`config.mk`:
```
export PLATFORM = sky130hd
export DESIGN_NAME = rcl_reset_cause
export DESIGN_NICKNAME = d
export VERILOG_FILES = /design/src/rcl_pkg.sv /design/src/rcl_reset_cause.sv
export SDC_FILE = /design/constraint.sdc
export NUM_CORES = 1
export LEC_CHECK = 0
export BUFFER_PORTS_ARGS = -buffer_cell sky130_fd_sc_hd__buf_2
export CAP_MARGIN = 5
export CELL_PAD_IN_SITES_DETAIL_PLACEMENT = 1
export CELL_PAD_IN_SITES_GLOBAL_PLACEMENT = 1
export CORE_MARGIN = 1
export CORE_UTILIZATION = 30
export CTS_CLUSTER_DIAMETER = 40
export DETAILED_ROUTE_END_ITERATION = 8
export PLACE_DENSITY_LB_ADDON = 0.12
export RECOVER_POWER = 50
export SYNTH_ARGS = -nofsm -noshare
export SYNTH_HDL_FRONTEND = slang
export SYNTH_SLANG_ARGS = --single-unit
export TNS_END_PERCENT = 5
```
`constraint.sdc`:
```
create_clock -name pclk -period 2.5 [get_ports pclk]
set_input_delay 0.375 -clock pclk [delete_from_list [all_inputs] [get_ports pclk]]
set_output_delay 0.375 -clock pclk [all_outputs]
set_load 0.005 [all_outputs]
```
`src/rcl_pkg.sv`:
```
// constants, types and state layout for the reset source and cause logic
// Contract
// - generic brownout is main OR low-power request
// - one shared brownout flag for both detectors
// - low-power monitor gated, erased fuse disables it
// - pin reset enabled by lvp or pin cfg
// - enabled pin held low holds device reset
// - filter pin, short pulses detected and ignored
// - never drive reset pin low internally
// - disabled pin is input, software owns pull-up
// - watchdog timeout resets, updates timeout/powerdown flags
// - reset instruction resets, clears its flag
// - stack fault resets only when enabled, flagged
// - programming mode exit acts like power-on
// - run only after timer, oscillator, pin done
// - timers run regardless of pin level
// - power-up delay only after power/brownout, cfg_n
// - power-on sets timeout and powerdown flags
// - vector 0000h, power-on/brownout flag values
// - watchdog reset and watchdog wake flag updates
// - pin reset awake clears only pin flag
// - pin reset asleep: timeout set, powerdown clear
// - interrupt wake with enable goes to 0004h
// - stack over/under resets set their flags
// - unimplemented bits read zero
// - power-up timer holds reset 64 ms
package rcl_pkg;

	// clock and timing
	localparam int CLK_PERIOD_NS = 40;
	localparam int CLK_MHZ = 25;
	localparam int POWERUP_TIME_US = 64000;
	localparam int POWERUP_CYCLES = POWERUP_TIME_US * CLK_MHZ;
	localparam int PIN_FILTER_NS = 320;
	localparam int PIN_FILTER_CYCLES = (PIN_FILTER_NS + CLK_PERIOD_NS - 1) / CLK_PERIOD_NS;
	localparam int INT_RESET_CYCLES = 4;
	localparam int SETTLE_CYCLES = 3;
	localparam int CNT_W = 21;
	localparam int FILT_W = 4;

	// register byte addresses
	localparam logic [7:0] ADDR_STATUS = 8'h00;
	localparam logic [7:0] ADDR_CAUSE = 8'h04;
	localparam logic [7:0] ADDR_CTRL = 8'h08;
	localparam logic [7:0] ADDR_STATE = 8'h0C;

	// field positions
	localparam int STAT_TO_BIT = 4;
	localparam int STAT_PD_BIT = 3;
	localparam int CB_STK_OVF = 7;
	localparam int CB_STK_UNF = 6;
	localparam int CB_WDT = 4;
	localparam int CB_PIN = 3;
	localparam int CB_RI = 2;
	localparam int CB_POR = 1;
	localparam int CB_BOR = 0;
	localparam int CTRL_PULLUP_BIT = 0;
	localparam int ST_RST_BIT = 0;
	localparam int ST_NOISE_BIT = 1;
	localparam int ST_FSM_LSB = 4;

	// flag values
	localparam logic [7:0] CAUSE_IMPL_MASK = 8'hDF;
	localparam logic [7:0] CAUSE_POR_VAL = 8'h1C;
	localparam logic [7:0] CAUSE_BOR_KEEP = 8'h02;
	localparam logic [15:0] RESET_VECTOR = 16'h0000;
	localparam logic [15:0] INT_VECTOR = 16'h0004;

	// synchroniser bit indices
	localparam int SY_PIN = 0;
	localparam int SY_MBO = 1;
	localparam int SY_LBO = 2;
	localparam int SY_PROG = 3;
	localparam int SY_OST = 4;
	localparam int SY_CFG = 5;
	localparam int SY_W = 11;
	localparam logic [SY_W-1:0] SYNC_RST_VAL = 11'h001;

	typedef struct packed {
		logic psel;
		logic penable;
		logic pwrite;
		logic [7:0] paddr;
		logic [31:0] pwdata;
	} rcl_apb_req_t;

	typedef struct packed {
		logic pready;
		logic [31:0] prdata;
		logic pslverr;
	} rcl_apb_rsp_t;

	typedef struct packed {
		logic ost_required;
		logic powerup_timer_cfg_n;
		logic stack_fault_reset_en;
		logic low_voltage_prog_cfg;
		logic pin_reset_cfg_en;
		logic lp_monitor_cfg_n;
	} rcl_cfg_t;

	typedef struct packed {
		logic watchdog_timeout;
		logic reset_instr;
		logic stack_over;
		logic stack_under;
		logic sleeping;
		logic wake_int;
		logic global_int_enable;
	} rcl_core_ev_t;

	typedef struct packed {
		logic device_reset;
		logic pc_load;
		logic [15:0] pc_addr;
		logic wake_resume;
		logic int_vector_req;
	} rcl_core_ctl_t;

	typedef struct packed {
		logic out;
		logic oe;
		logic pullup_en;
		logic gpio_value;
	} rcl_pin_t;

	typedef enum logic [2:0] {S_HOLD, S_TIMERS, S_PIN, S_RUN, S_PULSE} rcl_fsm_t;

	typedef struct packed {
		logic [SY_W-1:0] sync1;
		logic [SY_W-1:0] sync2;
		rcl_fsm_t fsm;
		logic [CNT_W-1:0] cnt;
		logic [FILT_W-1:0] filt_cnt;
		logic pin_low;
		logic noise_seen;
		logic bo_prev;
		logic prog_prev;
		logic timeout_flag;
		logic powerdown_flag;
		logic [7:0] cause;
		logic pullup_sw;
		rcl_apb_rsp_t apb;
		rcl_core_ctl_t core;
		rcl_pin_t pin;
	} rcl_state_t;

endpackage

```
`src/rcl_reset_cause.sv`:
```
// reset source merging, start-up sequencing and reset cause flags with apb access
//
// The APB register port and the register addresses are this design's own decisions.
`timescale 1ns/100ps
module rcl_reset_cause #(
	parameter int unsigned POWERUP_CYCLES = rcl_pkg::POWERUP_CYCLES
) (
	input wire logic pclk,
	input wire logic presetn,
	input wire rcl_pkg::rcl_apb_req_t apb_req,
	output rcl_pkg::rcl_apb_rsp_t apb_rsp,
	input wire logic master_clear_pin,
	input wire logic main_brownout_rst,
	input wire logic low_power_brownout,
	input wire logic prog_mode,
	input wire logic ost_done,
	input wire rcl_pkg::rcl_cfg_t cfg_in,
	input wire rcl_pkg::rcl_core_ev_t core_ev,
	output rcl_pkg::rcl_core_ctl_t core_ctl,
	output rcl_pkg::rcl_pin_t pin_ctl
);
	import rcl_pkg::*;

	rcl_state_t s;
	rcl_state_t next_s;
	rcl_cfg_t cfg;
	logic brownout;
	logic prog;
	logic pin_en;
	logic pin_hold;
	logic raw_low;
	logic hit;
	logic wr;
	logic [31:0] rd_data;
	logic [7:0] sw_cause;
	logic [7:0] ev_keep;
	logic [7:0] ev_val;
	logic [1:0] st_keep;
	logic [1:0] st_val;
	logic sw_noise_clr;
	logic noise_set;

	// state reset values: power-on flag pattern, device held in reset
	localparam rcl_state_t RESET_STATE = '{
		sync1: SYNC_RST_VAL,
		sync2: SYNC_RST_VAL,
		fsm: S_HOLD,
		cnt: CNT_W'(SETTLE_CYCLES),
		filt_cnt: '0,
		pin_low: 1'b0,
		noise_seen: 1'b0,
		bo_prev: 1'b0,
		prog_prev: 1'b0,
		timeout_flag: 1'b1,
		powerdown_flag: 1'b1,
		cause: CAUSE_POR_VAL,
		pullup_sw: 1'b0,
		apb: '0,
		core: '{device_reset: 1'b1, pc_load: 1'b0, pc_addr: RESET_VECTOR,
			wake_resume: 1'b0, int_vector_req: 1'b0},
		pin: '0
	};

	// register read mux and address decode
	always_comb begin
		rd_data = '0;
		hit = 1'b1;
		if (apb_req.paddr == ADDR_STATUS) begin
			rd_data[STAT_TO_BIT] = s.timeout_flag;
			rd_data[STAT_PD_BIT] = s.powerdown_flag;
		end else if (apb_req.paddr == ADDR_CAUSE) begin
			rd_data[7:0] = s.cause & CAUSE_IMPL_MASK;
		end else if (apb_req.paddr == ADDR_CTRL) begin
			rd_data[CTRL_PULLUP_BIT] = s.pullup_sw;
		end else if (apb_req.paddr == ADDR_STATE) begin
			rd_data[ST_RST_BIT] = s.core.device_reset;
			rd_data[ST_NOISE_BIT] = s.noise_seen;
			rd_data[ST_FSM_LSB +: 3] = s.fsm;
		end else begin
			hit = 1'b0;
		end
	end

	// next state
	always_comb begin
		next_s = s;
		// two-flop synchronisers for pin, detectors and fuses
		next_s.sync1 = {cfg_in, ost_done, prog_mode, low_power_brownout,
			main_brownout_rst, master_clear_pin};
		next_s.sync2 = s.sync1;
		cfg = rcl_cfg_t'(s.sync2[SY_W-1:SY_CFG]);

		brownout = s.sync2[SY_MBO] | (s.sync2[SY_LBO] & ~cfg.lp_monitor_cfg_n);
		prog = s.sync2[SY_PROG];
		pin_en = cfg.low_voltage_prog_cfg | cfg.pin_reset_cfg_en;
		raw_low = ~s.sync2[SY_PIN];
		pin_hold = pin_en & s.pin_low;
		next_s.bo_prev = brownout;
		next_s.prog_prev = prog;

		// pin glitch filter: level must stand for the full filter length
		sw_noise_clr = 1'b0;
		noise_set = 1'b0;
		if (raw_low != s.pin_low) begin
			if (s.filt_cnt == FILT_W'(PIN_FILTER_CYCLES - 1)) begin
				next_s.pin_low = raw_low;
				next_s.filt_cnt = '0;
			end else begin
				next_s.filt_cnt = s.filt_cnt + FILT_W'(1);
			end
		end else if (s.filt_cnt != '0) begin
			next_s.filt_cnt = '0;
			next_s.noise_seen = 1'b1;
			noise_set = 1'b1;
		end

		// apb slave: ready one cycle after setup, write at access edge
		wr = apb_req.psel & apb_req.penable & s.apb.pready & apb_req.pwrite;
		next_s.apb = '0;
		if (apb_req.psel && !apb_req.penable) begin
			next_s.apb.pready = 1'b1;
			next_s.apb.pslverr = ~hit;
			next_s.apb.prdata = apb_req.pwrite ? '0 : rd_data;
		end
		sw_cause = s.cause;
		if (wr && apb_req.paddr == ADDR_CAUSE) begin
			sw_cause = apb_req.pwdata[7:0] & CAUSE_IMPL_MASK;
		end
		if (wr && apb_req.paddr == ADDR_CTRL) begin
			next_s.pullup_sw = apb_req.pwdata[CTRL_PULLUP_BIT];
		end
		if (wr && apb_req.paddr == ADDR_STATE && apb_req.pwdata[ST_NOISE_BIT]) begin
			sw_noise_clr = 1'b1;
		end
		// a glitch seen in the same cycle as the clear keeps the flag set
		if (sw_noise_clr && !noise_set) begin
			next_s.noise_seen = 1'b0;
		end

		// hardware flag events: keep mask and value, applied after software
		ev_keep = 8'hFF;
		ev_val = 8'h00;
		st_keep = 2'b11;
		st_val = 2'b00;
		next_s.core.pc_load = 1'b0;
		next_s.core.wake_resume = 1'b0;
		next_s.core.int_vector_req = 1'b0;

		if (brownout) begin
			if (!s.bo_prev) begin
				ev_keep = CAUSE_BOR_KEEP;
				ev_val = CAUSE_POR_VAL & ~CAUSE_BOR_KEEP;
				st_keep = 2'b00;
				st_val = 2'b11;
			end
			next_s.fsm = S_HOLD;
			next_s.cnt = '0;
		end else if (prog) begin
			next_s.fsm = S_HOLD;
			next_s.cnt = '0;
		end else if (s.prog_prev) begin
			ev_keep = 8'h00;
			ev_val = CAUSE_POR_VAL;
			st_keep = 2'b00;
			st_val = 2'b11;
			next_s.fsm = S_HOLD;
			next_s.cnt = '0;
		end else begin
			case (s.fsm)
				S_HOLD: begin
					if (s.cnt != '0) begin
						next_s.cnt = s.cnt - CNT_W'(1);
					end else begin
						next_s.fsm = S_TIMERS;
						next_s.cnt = cfg.powerup_timer_cfg_n ? '0 :
							CNT_W'(POWERUP_CYCLES - 1);
					end
				end
				S_TIMERS: begin
					// timers ignore the pin level
					if (s.cnt != '0) begin
						next_s.cnt = s.cnt - CNT_W'(1);
					end else if (!cfg.ost_required || s.sync2[SY_OST]) begin
						next_s.fsm = S_PIN;
					end
				end
				S_PIN: begin
					if (!pin_hold) begin
						next_s.fsm = S_RUN;
						next_s.core.pc_load = 1'b1;
						next_s.core.pc_addr = RESET_VECTOR;
					end
				end
				S_RUN: begin
					if (pin_hold) begin
						ev_keep = ~(8'h01 << CB_PIN);
						if (core_ev.sleeping) begin
							st_keep = 2'b00;
							st_val = 2'b10;
						end
						next_s.fsm = S_PIN;
					end else if (core_ev.watchdog_timeout) begin
						if (core_ev.sleeping) begin
							st_keep = 2'b00;
							next_s.core.wake_resume = 1'b1;
						end else begin
							st_keep = 2'b01;
							ev_keep = ~(8'h01 << CB_WDT);
							next_s.fsm = S_PULSE;
							next_s.cnt = CNT_W'(INT_RESET_CYCLES - 1);
						end
					end else if (core_ev.wake_int && core_ev.sleeping) begin
						st_keep = 2'b00;
						st_val = 2'b10;
						next_s.core.wake_resume = 1'b1;
						next_s.core.int_vector_req = core_ev.global_int_enable;
						next_s.core.pc_addr = INT_VECTOR;
					end else if (core_ev.reset_instr) begin
						ev_keep = ~(8'h01 << CB_RI);
						next_s.fsm = S_PULSE;
						next_s.cnt = CNT_W'(INT_RESET_CYCLES - 1);
					end else if (core_ev.stack_over && cfg.stack_fault_reset_en) begin
						ev_keep = ~(8'h01 << CB_STK_OVF);
						ev_val = 8'h01 << CB_STK_OVF;
						next_s.fsm = S_PULSE;
						next_s.cnt = CNT_W'(INT_RESET_CYCLES - 1);
					end else if (core_ev.stack_under && cfg.stack_fault_reset_en) begin
						ev_keep = ~(8'h01 << CB_STK_UNF);
						ev_val = 8'h01 << CB_STK_UNF;
						next_s.fsm = S_PULSE;
						next_s.cnt = CNT_W'(INT_RESET_CYCLES - 1);
					end
				end
				S_PULSE: begin
					if (s.cnt != '0) begin
						next_s.cnt = s.cnt - CNT_W'(1);
					end else begin
						next_s.fsm = S_PIN;
					end
				end
				default: begin
					next_s.fsm = S_HOLD;
				end
			endcase
		end

		// hardware event wins over a same-cycle software write
		next_s.cause = ((sw_cause & ev_keep) | (ev_val & ~ev_keep)) & CAUSE_IMPL_MASK;
		next_s.timeout_flag = st_keep[1] ? s.timeout_flag : st_val[1];
		next_s.powerdown_flag = st_keep[0] ? s.powerdown_flag : st_val[0];

		// reset output leaves only through the clocked sequencer
		next_s.core.device_reset = (next_s.fsm != S_RUN);

		// pin side: never driven, pull-up forced while pin resets
		next_s.pin.out = 1'b0;
		next_s.pin.oe = 1'b0;
		next_s.pin.pullup_en = pin_en ? 1'b1 : s.pullup_sw;
		next_s.pin.gpio_value = s.sync2[SY_PIN];
	end

	// state register
	always_ff @(posedge pclk or negedge presetn) begin
		if (!presetn) begin
			s <= RESET_STATE;
		end else begin
			s <= next_s;
		end
	end

	// outputs straight from flops
	assign apb_rsp = s.apb;
	assign core_ctl = s.core;
	assign pin_ctl = s.pin;

endmodule

```
# Word-level counts from Yosys, hierarchy flattened
# Index checks and enable logic that the tools add are counted.
totals:
  regBits: 120
  inputBits: 63
  output_inout_bits: 58
op_classes:
  n_addsub: 2
  eq_ne: 20
  n_mux: 105
  bitwise: 17
  n_reduce_logical: 26
ops:
  columns: ["cell", "count"]
  rows:
  - ["$mux 24", 9]
  - ["$mux 8", 21]
  - ["$mux 21", 4]
  - ["$pmux 21 s3", 1]
  - ["$mux 19", 3]
  - ["$mux 2", 23]
  - ["$mux 18", 2]
  - ["$mux 34", 1]
  - ["$mux 3", 11]
  - ["$pmux 16 s2", 1]
  - ["$reduce_bool 21->1", 1]
  - ["$sub 21x1->21 const B", 1]
  - ["$mux 1", 19]
  - ["$mux 17", 1]
  - ["$and 8x8->8", 2]
  - ["$eq 8x4->1 const B", 2]
  - ["$mux 16", 1]
  - ["$pmux 3 s5", 1]
  - ["$mux 7", 2]
  - ["$mux 4", 3]
  - ["$ne 6x6->1 const B", 2]
  - ["$mux 5", 2]
  - ["$logic_and 1x1->1", 9]
  - ["$eq 8x3->1 const B", 1]
  - ["other kinds (28)", 47]

# Longest topological paths before layout
# Gate-level depths: netlist of run 1.
logic_depth:
  word_depth: 14
  depth_mapped: 10
  mapped_depth_nobuf: 8

# Worst setup path before layout of run 1
# OpenSTA, ideal clock, no wires.
synth_path:
  kind: "register to register"
  startpoint: "register s[90] (netlist name)"
  endpoint: "register s[81] (netlist name)"
  setup_ns: 0.122
  arrival_ns: 2.458
  required_ns: 2.378
  path_slack_ns: -0.079
  stages_incl_launch_ff: 9
  path_cell_list: "dfrtp_1 -> or4_1 -> buf_2 -> or4_1 -> buf_2 -> o41ai_2 -> a31oi_2 -> a21o_1 -> a32o_1"
synth_between:
  elab_chain_cells: 6
synth_lines:
  columns: ["item", "line_no", "source"]
  rows:
  - ["start, declared", "rcl_reset_cause.sv:24", "rcl_state_t s;"]
  - ["start signal, assigned", "rcl_reset_cause.sv:267", "s <= next_s;"]
  - ["$reduce_bool 21->1 (*)", "rcl_reset_cause.sv:171, rcl_reset_cause.sv:181, rcl_reset_cause.sv:235", null]
  - ["$mux 21", "rcl_reset_cause.sv:171", "if (s.cnt != '0) begin"]
  - ["$pmux 21 s3", "rcl_reset_cause.sv:169", "case (s.fsm)"]
  - ["$mux 24", "rcl_reset_cause.sv:161", "end else if (s.prog_prev) begin"]
  - ["$mux 24", "rcl_reset_cause.sv:158", "end else if (prog) begin"]
  - ["$mux 24", "rcl_reset_cause.sv:149", "if (brownout) begin"]
# Every way passes the cells marked *; elsewhere a longest branch is shown, timed or not.
# A chain may end at the register's enable or synchronous reset.

# Worst setup path in the final report of run 1
layout_path:
  startpoint: "register s[90] (netlist name)"
  endpoint: "register s[92] (netlist name)"
layout_between:
  elab_chain_cells: 6
layout_lines:
  columns: ["item", "line_no"]
  rows:
  - ["$sub 21x1->21 or $reduce_bool 21->1 (tied branches)", null]
  - ["$mux 21 (on tied branches)", "rcl_reset_cause.sv:181, rcl_reset_cause.sv:235, rcl_reset_cause.sv:171"]
  - ["$pmux 21 s3", "rcl_reset_cause.sv:169"]
  - ["$mux 24", "rcl_reset_cause.sv:161"]
  - ["$mux 24", "rcl_reset_cause.sv:158"]
  - ["$mux 24", "rcl_reset_cause.sv:149"]
# Parallel ways exist; a longest one is shown, timed or not. The select of a mux whose other input is x is not followed.

==> flow_summary.yaml, run 1 <==
outcome:
  status: "finished clean"
worst_setup_path:
  setup.worst_path.start_class: "flop"
  cp.arrival_ns: 2.73
  end_kind: "flop"
  critPathKind: "reg -> reg"
  worstPathMaxFanout: 23
  crit_required_ns: 2.77
sta:
  slew_headroom_pct: 40.2
  rsz0062_at_grt: "yes"
  tightest_slew_ns: 0.897
  drv_slew: 0
  skew_ns: 0.0114
  worst_slack_ns: 0.0423
  hold_viol_final: 0
  setup_viol: 0
  fmax_mhz: 407
  finalSetupTns_ns: 0
  whs_ns: 0.123
  fin_crit_ns: 2.46
  fin_crit_sh_pct: 98.3
cts:
  root_buffer: "clkbuf_16"
  cts_sinks: 81
  clkTransAtPathRegs_ns: 0.07
  numCtsBuffers: 9
  cts_tree: "built"
  insertion_delay_ns: 0.35
  cts_max_level: 3
  clock_path_buffers: 2
route:
  via_per_inst: 4.73
  drtAntennaViolNets: 0
  wire_per_inst_um: 14.9
  wirelength_um: 10500
  first_pass_iters: 4
  drc: 0
  vias: 3333
  drt-initial-drc-count: 114
power:
  p_comb_share_pct: 30.1
  vdd_drop_max_mv: 0.516
  powerDensity_nw_per_um2: 800
  switching_share_pct: 32.6
  power_switching_w: 0.00133
  p_int_w: 0.00277
  power_frac_seq_pct: 36.5
  power_w: 0.00410
  p_clk_share_pct: 33.4
  p_leak_nw: 2.39
floorplanning:
  row_count: 43
  coreArea_um2: 13900
  start_util_pct: 30.7
  die_w_um: 121
  die_area_um2: 14700
  die_h_um: 121
  ios: 121
synth:
  synth_cell_types: 63
  synthArstFlopShare_pct: 100
  ys.flop_type: "dfrtp_1"
  avgSynthCellArea_um2: 9.72
  netlist_area_um2: 4260
  ys.warnings.count: 0
  synth-seq-area-share_pct: 47.9
  ys_top_cells_by_count: "71 x dfrtp_1, 58 x buf_4, 36 x nor2_1"
  synth_top_area_cell: "dfrtp_1"
  synth-edff-count: 0
  synthCells: 438
  synthTopCellsByArea: "dfrtp_1 42%, buf_4 10%, dfstp_2 6.2%"
  synth.most_common_cell: "dfrtp_1"
  ys_ff_latch: 81
  synth_top_area_share_pct: 41.7
layout:
  multiInputGateArea_um2: 1850
  ff_latch_area_um2: 2040
  syn2layout_area_growth_pct: 20.4
  num_antenna_cells: 0
  drive_gt1_share_pct: 30.1
  n_fill_cell: 1623
  final_nets: 586
global_route:
  grt-ovfl-total: 0
  grt_max_degree: 47
  grt.total_usage_pct: 15.6
  grt_pass1_vias: 3450
  antenna_found_initial: 0
  grt_pass1_wl_um: 17400
hold_path:
  min_path_type: "in -> reg"
placed_design:
  gp_congestion: 0.832
  portBuffers: 54
  place_ws_ns: -0.102
  dp_hpwl_um: 7770
flow_run:
  maxCapViolations: 0
==> final timing paths <==
| path | startpoint | end | slack, ns | cells past startpoint |
|---|---|---|---|---|
| worst max-delay path | s[90]$_DFFE_PN0P_ | s[92]$_DFFE_PN0P_ | 0.04 | 7 |
| worst min-delay path | master_clear_pin | next_s[101]$_DFF_PN1_ | 0.12 | 1 |
| worst max register to register | s[90]$_DFFE_PN0P_ | s[92]$_DFFE_PN0P_ | 0.04 | 7 |
| worst min register to register | next_s[104]$_DFF_PN0_ | next_s[69]$_DFF_PN0_ | 0.35 | 0 |
| max in group asynchronous | presetn | s[84]$_DFFE_PN0P_ | 0.59 | 3 |
| min in group asynchronous | presetn | apb_rsp[7]$_DFF_PN0_ | 0.68 | 2 |
==> placed cells by master (no fill, tap or decap), drive strengths merged, types with 5 or more instances in the layout <==
cell type,n
a21oi,35
a31oi,9
buf,93
clkbuf,18
conb,41
dfrtp,71
dfstp,10
inv,20
mux2i,12
nand2,33
nand2b,6
nand3,10
nand4,6
nor2,36
nor3,12
nor4,10
o211ai,5
o21ai,18
o31ai,7
or3,10
or4,5
==> logic make-up (layout without fill, tap and decap cells) <==
family,after synthesis,count (layout),share of synthesized area [%]
AO/OA/AOI/OAI,99,99,15.4
other,1,41,0.0881
adder cells (fa/ha/maj),3,3,0.882
multiplexers,13,13,3.09
AND/OR/NAND/NOR,149,149,18.2
buffers and inverters,89,136,13.8
flip-flops,81,81,47.9
XOR/XNOR,3,3,0.617
==> worst max-delay path: stages (launching register included) <==
cell       delay (ns)
dfrtp_1          0.38
or4_4            0.55
or4_4            0.48
a2111oi_4        0.32
o31a_2           0.20
buf_12           0.17
o21ai_1          0.10
a21oi_1          0.16
==> power by group through the flow <==
stage          Combinational, W  Clock, W  Sequential [W]
2_1_floorplan          0.000757         0         0.00150
3_3_place_gp            0.00116         0         0.00151
3_5_place_dp            0.00119         0         0.00151
4_1_cts                 0.00121   0.00142         0.00150
5_1_grt                 0.00138   0.00147         0.00151
6_report                0.00123   0.00137         0.00150
==> routing by layer <==
metal	part of all wire [%]	up-vias	track usage, %
li1	-	1615	-
met1	46	1637	19.5
met2	49	71	25.7
met3	4.1	10	4.51
met4	1.4	0	5.02
met5	0	-	0
==> final cells by class <==
| cell class | count | area share (%) |
|---|---|---|
| multi-input combinational | 308 | 36.1 |
| clock buffer | 11 | 4.74 |
| timing repair buffer | 101 | 12.4 |
| tap | 180 | 4.39 |
| sequential | 81 | 39.8 |
| inverter | 19 | 1.39 |
| clock inverter | 5 | 1.25 |
==> metrics by stage <==
step	area, µm²	util (%)	cells
3_5_place_dp	4760	34.3	687
4_1_cts	5100	36.7	704
2_1_floorplan	4410	-	478
6_report	5120	36.9	705
3_3_place_gp	4760	34.3	687
5_1_grt	5120	36.9	705
==> flip-flops by register name, summed over array words and instances (netlist names) <==
name / flops
apb_rsp: 10
cfg: 6
core_ctl: 5
next_s: 13
pin_ctl: 2
s: 45
==> repair_timing <==
item / in CTS / in global routing
pin swaps: 0 / 2
hold endpoints to repair: 7 / 0
hold buffers: 1 / 0
setup buffers: 0 / 1
endpoints found under the setup margin: 13 / 18
gates resized for setup: 5 / 12
(Power assumes the default switching activity.)
==> inputs of run 2 (changes only) <==
==> constraint.sdc (replaced) <==
create_clock -name pclk -period 2.3 [get_ports pclk]
set_input_delay 0.345 -clock pclk [delete_from_list [all_inputs] [get_ports pclk]]
set_output_delay 0.345 -clock pclk [all_outputs]
set_load 0.005 [all_outputs]
==> flow_summary.yaml, run 2 (synthesis results as in run 1) <==
outcome:
  status: "complete, but fails checks"
  violations: "setup timing"
worst_setup_path:
  cp.arrival_ns: 2.64
  crit_required_ns: 2.52
  cp_num_cells: 7
  worstPathMaxFanout: 7
  startpoint: "s[91]$_DFFE_PN0P_"
  setup.worst_path.start_class: "flop"
  r2r_end: "s[79]$_DFFE_PN0P_"
  cp_top_family: "simple AND/OR/NAND/NOR gates"
  rr_worst_depth: 7
  path_buf_inv: 1
  crit_chain: "or4_4 -> or4_4 -> o41ai_4 -> a31oi_4 -> buf_4 -> a21oi_1 -> o22ai_1"
  cp_slowest_cell: "or4_4"
  rrSetupSlack_ns: -0.12
  slowest_delay_ns: 0.52
  end_kind: "flop"
  critPathKind: "reg -> reg"
  r2r_start: "s[91]$_DFFE_PN0P_"
  critPathMostFrequentCell: "or4_4"
  critPathCapture: "s[79]$_DFFE_PN0P_"
layout:
  largest_reg_flops: 45
  final_cell_mix: "71 x dfrtp_1, 53 x buf_4, 46 x buf_2"
  fin_area_um2: 5330
  syn2layout_area_growth_pct: 25.3
  stdcell_count: 716
  num_antenna_cells: 0
  layout_commonest_cell: "dfrtp_1"
  final_nets: 597
  top_register: "s"
  n_fill_cell: 1619
  drive_gt1_share_pct: 32.5
route:
  wire_per_inst_um: 14.9
  via_per_inst: 4.69
  wirelength_um: 10700
  drc: 0
  drt-initial-drc-count: 145
  drtAntennaViolNets: 0
  vias: 3360
  first_pass_iters: 5
cts:
  numCtsBuffers: 9
  insertion_delay_ns: 0.35
  clkTransAtPathRegs_ns: 0.06
  post_cts_buffers: 0
  root_buffer: "clkbuf_16"
  cts_max_level: 3
  cts_tree: "built"
  clock_path_buffers: 2
  cts_sinks: 81
sta:
  fin_crit_ns: 2.42
  setup_viol: 20
  skew_ns: 0.00559
  drv_slew: 0
  worst_slack_ns: -0.119
  fmax_mhz: 413
  hold_viol_final: 0
  fin_crit_sh_pct: 105
  slew_headroom_pct: 37.4
  rsz0062_at_grt: "yes"
  tightest_slew_ns: 0.939
floorplanning:
  coreArea_um2: 13900
  die_area_um2: 14700
  die_h_um: 121
  row_count: 43
  ios: 121
  start_util_pct: 30.7
  die_w_um: 121
power:
  p_leak_nw: 2.48
  switching_share_pct: 31.4
  p_comb_share_pct: 31.4
  p_clk_share_pct: 34.8
  power_w: 0.00481
  power_frac_seq_pct: 33.8
  vdd_drop_max_mv: 0.539
  power_switching_w: 0.00151
  powerDensity_nw_per_um2: 901
  p_int_w: 0.00329
placed_design:
  portBuffers: 54
  dp_hpwl_um: 7970
  dpl_cell_area_um2: 4850
  gp_congestion: 0.819
  numPlacedInstances: 699
global_route:
  grt_pass1_wl_um: 18000
  antenna_found_initial: 0
  grt_pass1_vias: 3563
  grt-ovfl-total: 0
  grt_max_degree: 48
  grt.total_usage_pct: 16.0
hold_path:
  min_path_type: "in -> reg"
flow_run:
  maxCapViolations: 0
## run 2: how the worst min path moves through the flow
stage	startpoint	to	depth (start not counted)
finish	master_clear_pin	next_s[101]$_DFF_PN1_	1
global route	master_clear_pin	next_s[101]$_DFF_PN1_	1
global placement	next_s[109]$_DFF_PN0_	cfg[3]$_DFF_PN0_	0
CTS	master_clear_pin	next_s[101]$_DFF_PN1_	1
detailed placement	presetn	apb_rsp[8]$_DFF_PN0_	1
floorplan	presetn	apb_rsp[0]$_DFF_PN0_	0
## run 2: stage by stage
| step | hold slack (ns) | util, % | setup WS, ns | setup TNS [ns] |
|---|---|---|---|---|
| finish | 0.100 | 38.4 | -0.119 | -1.26 |
| global route | 0.0792 | 38.4 | -0.208 | -3.17 |
| CTS | 0.0856 | 38.2 | -0.125 | -1.38 |
| detailed placement | 0.336 | 35.0 | -0.288 | -5.12 |
| global placement | 0.334 | 35.0 | -0.247 | -4.29 |
| floorplan | 0.0494 | - | -0.202 | -3.24 |
## run 2: repair_timing
action | in CTS | in global routing
pin swaps | 2 | 6
hold buffers | 1 | 0
hold endpoints to repair | 31 | 0
endpoints found under the setup margin | 24 | 24
gates resized for setup | 17 | 15
gates cloned | 0 | 0
## run 2: worst reg2reg max path, delay by kind of cell (launching register included)
family	cells	cell delay [ns]
AO/OA/AOI/OAI	4	0.71
flip-flops	1	0.40
buffers and inverters	1	0.18
AND/OR/NAND/NOR	2	1.01
## run 2: final cells by class
class                   count  area, µm²  share of cell area [%]
multi-input cells         308       1930                    36.1
well taps                 180        225                    4.22
clock buffers              10        229                    4.29
clock inverters             6        115                    2.16
flip-flops and latches     81       2040                    38.2
repair buffers            112        728                    13.7
inverters                  19       71.3                    1.34
## run 2: layer usage
layer	track usage [%]	up-vias	share of wire (%)
li1	-	1636	-
met1	20.1	1654	47
met2	26.7	62	48
met3	4.42	8	3.8
met4	4.40	0	1.2
met5	0	-	0
## run 2: power groups by stage
stage	Clock, W	Combinational (W)	Sequential [W]
floorplan	0	0.000823	0.00163
global placement	0	0.00134	0.00164
detailed placement	0	0.00137	0.00165
CTS	0.00173	0.00147	0.00163
global route	0.00178	0.00167	0.00164
finish	0.00167	0.00151	0.00162
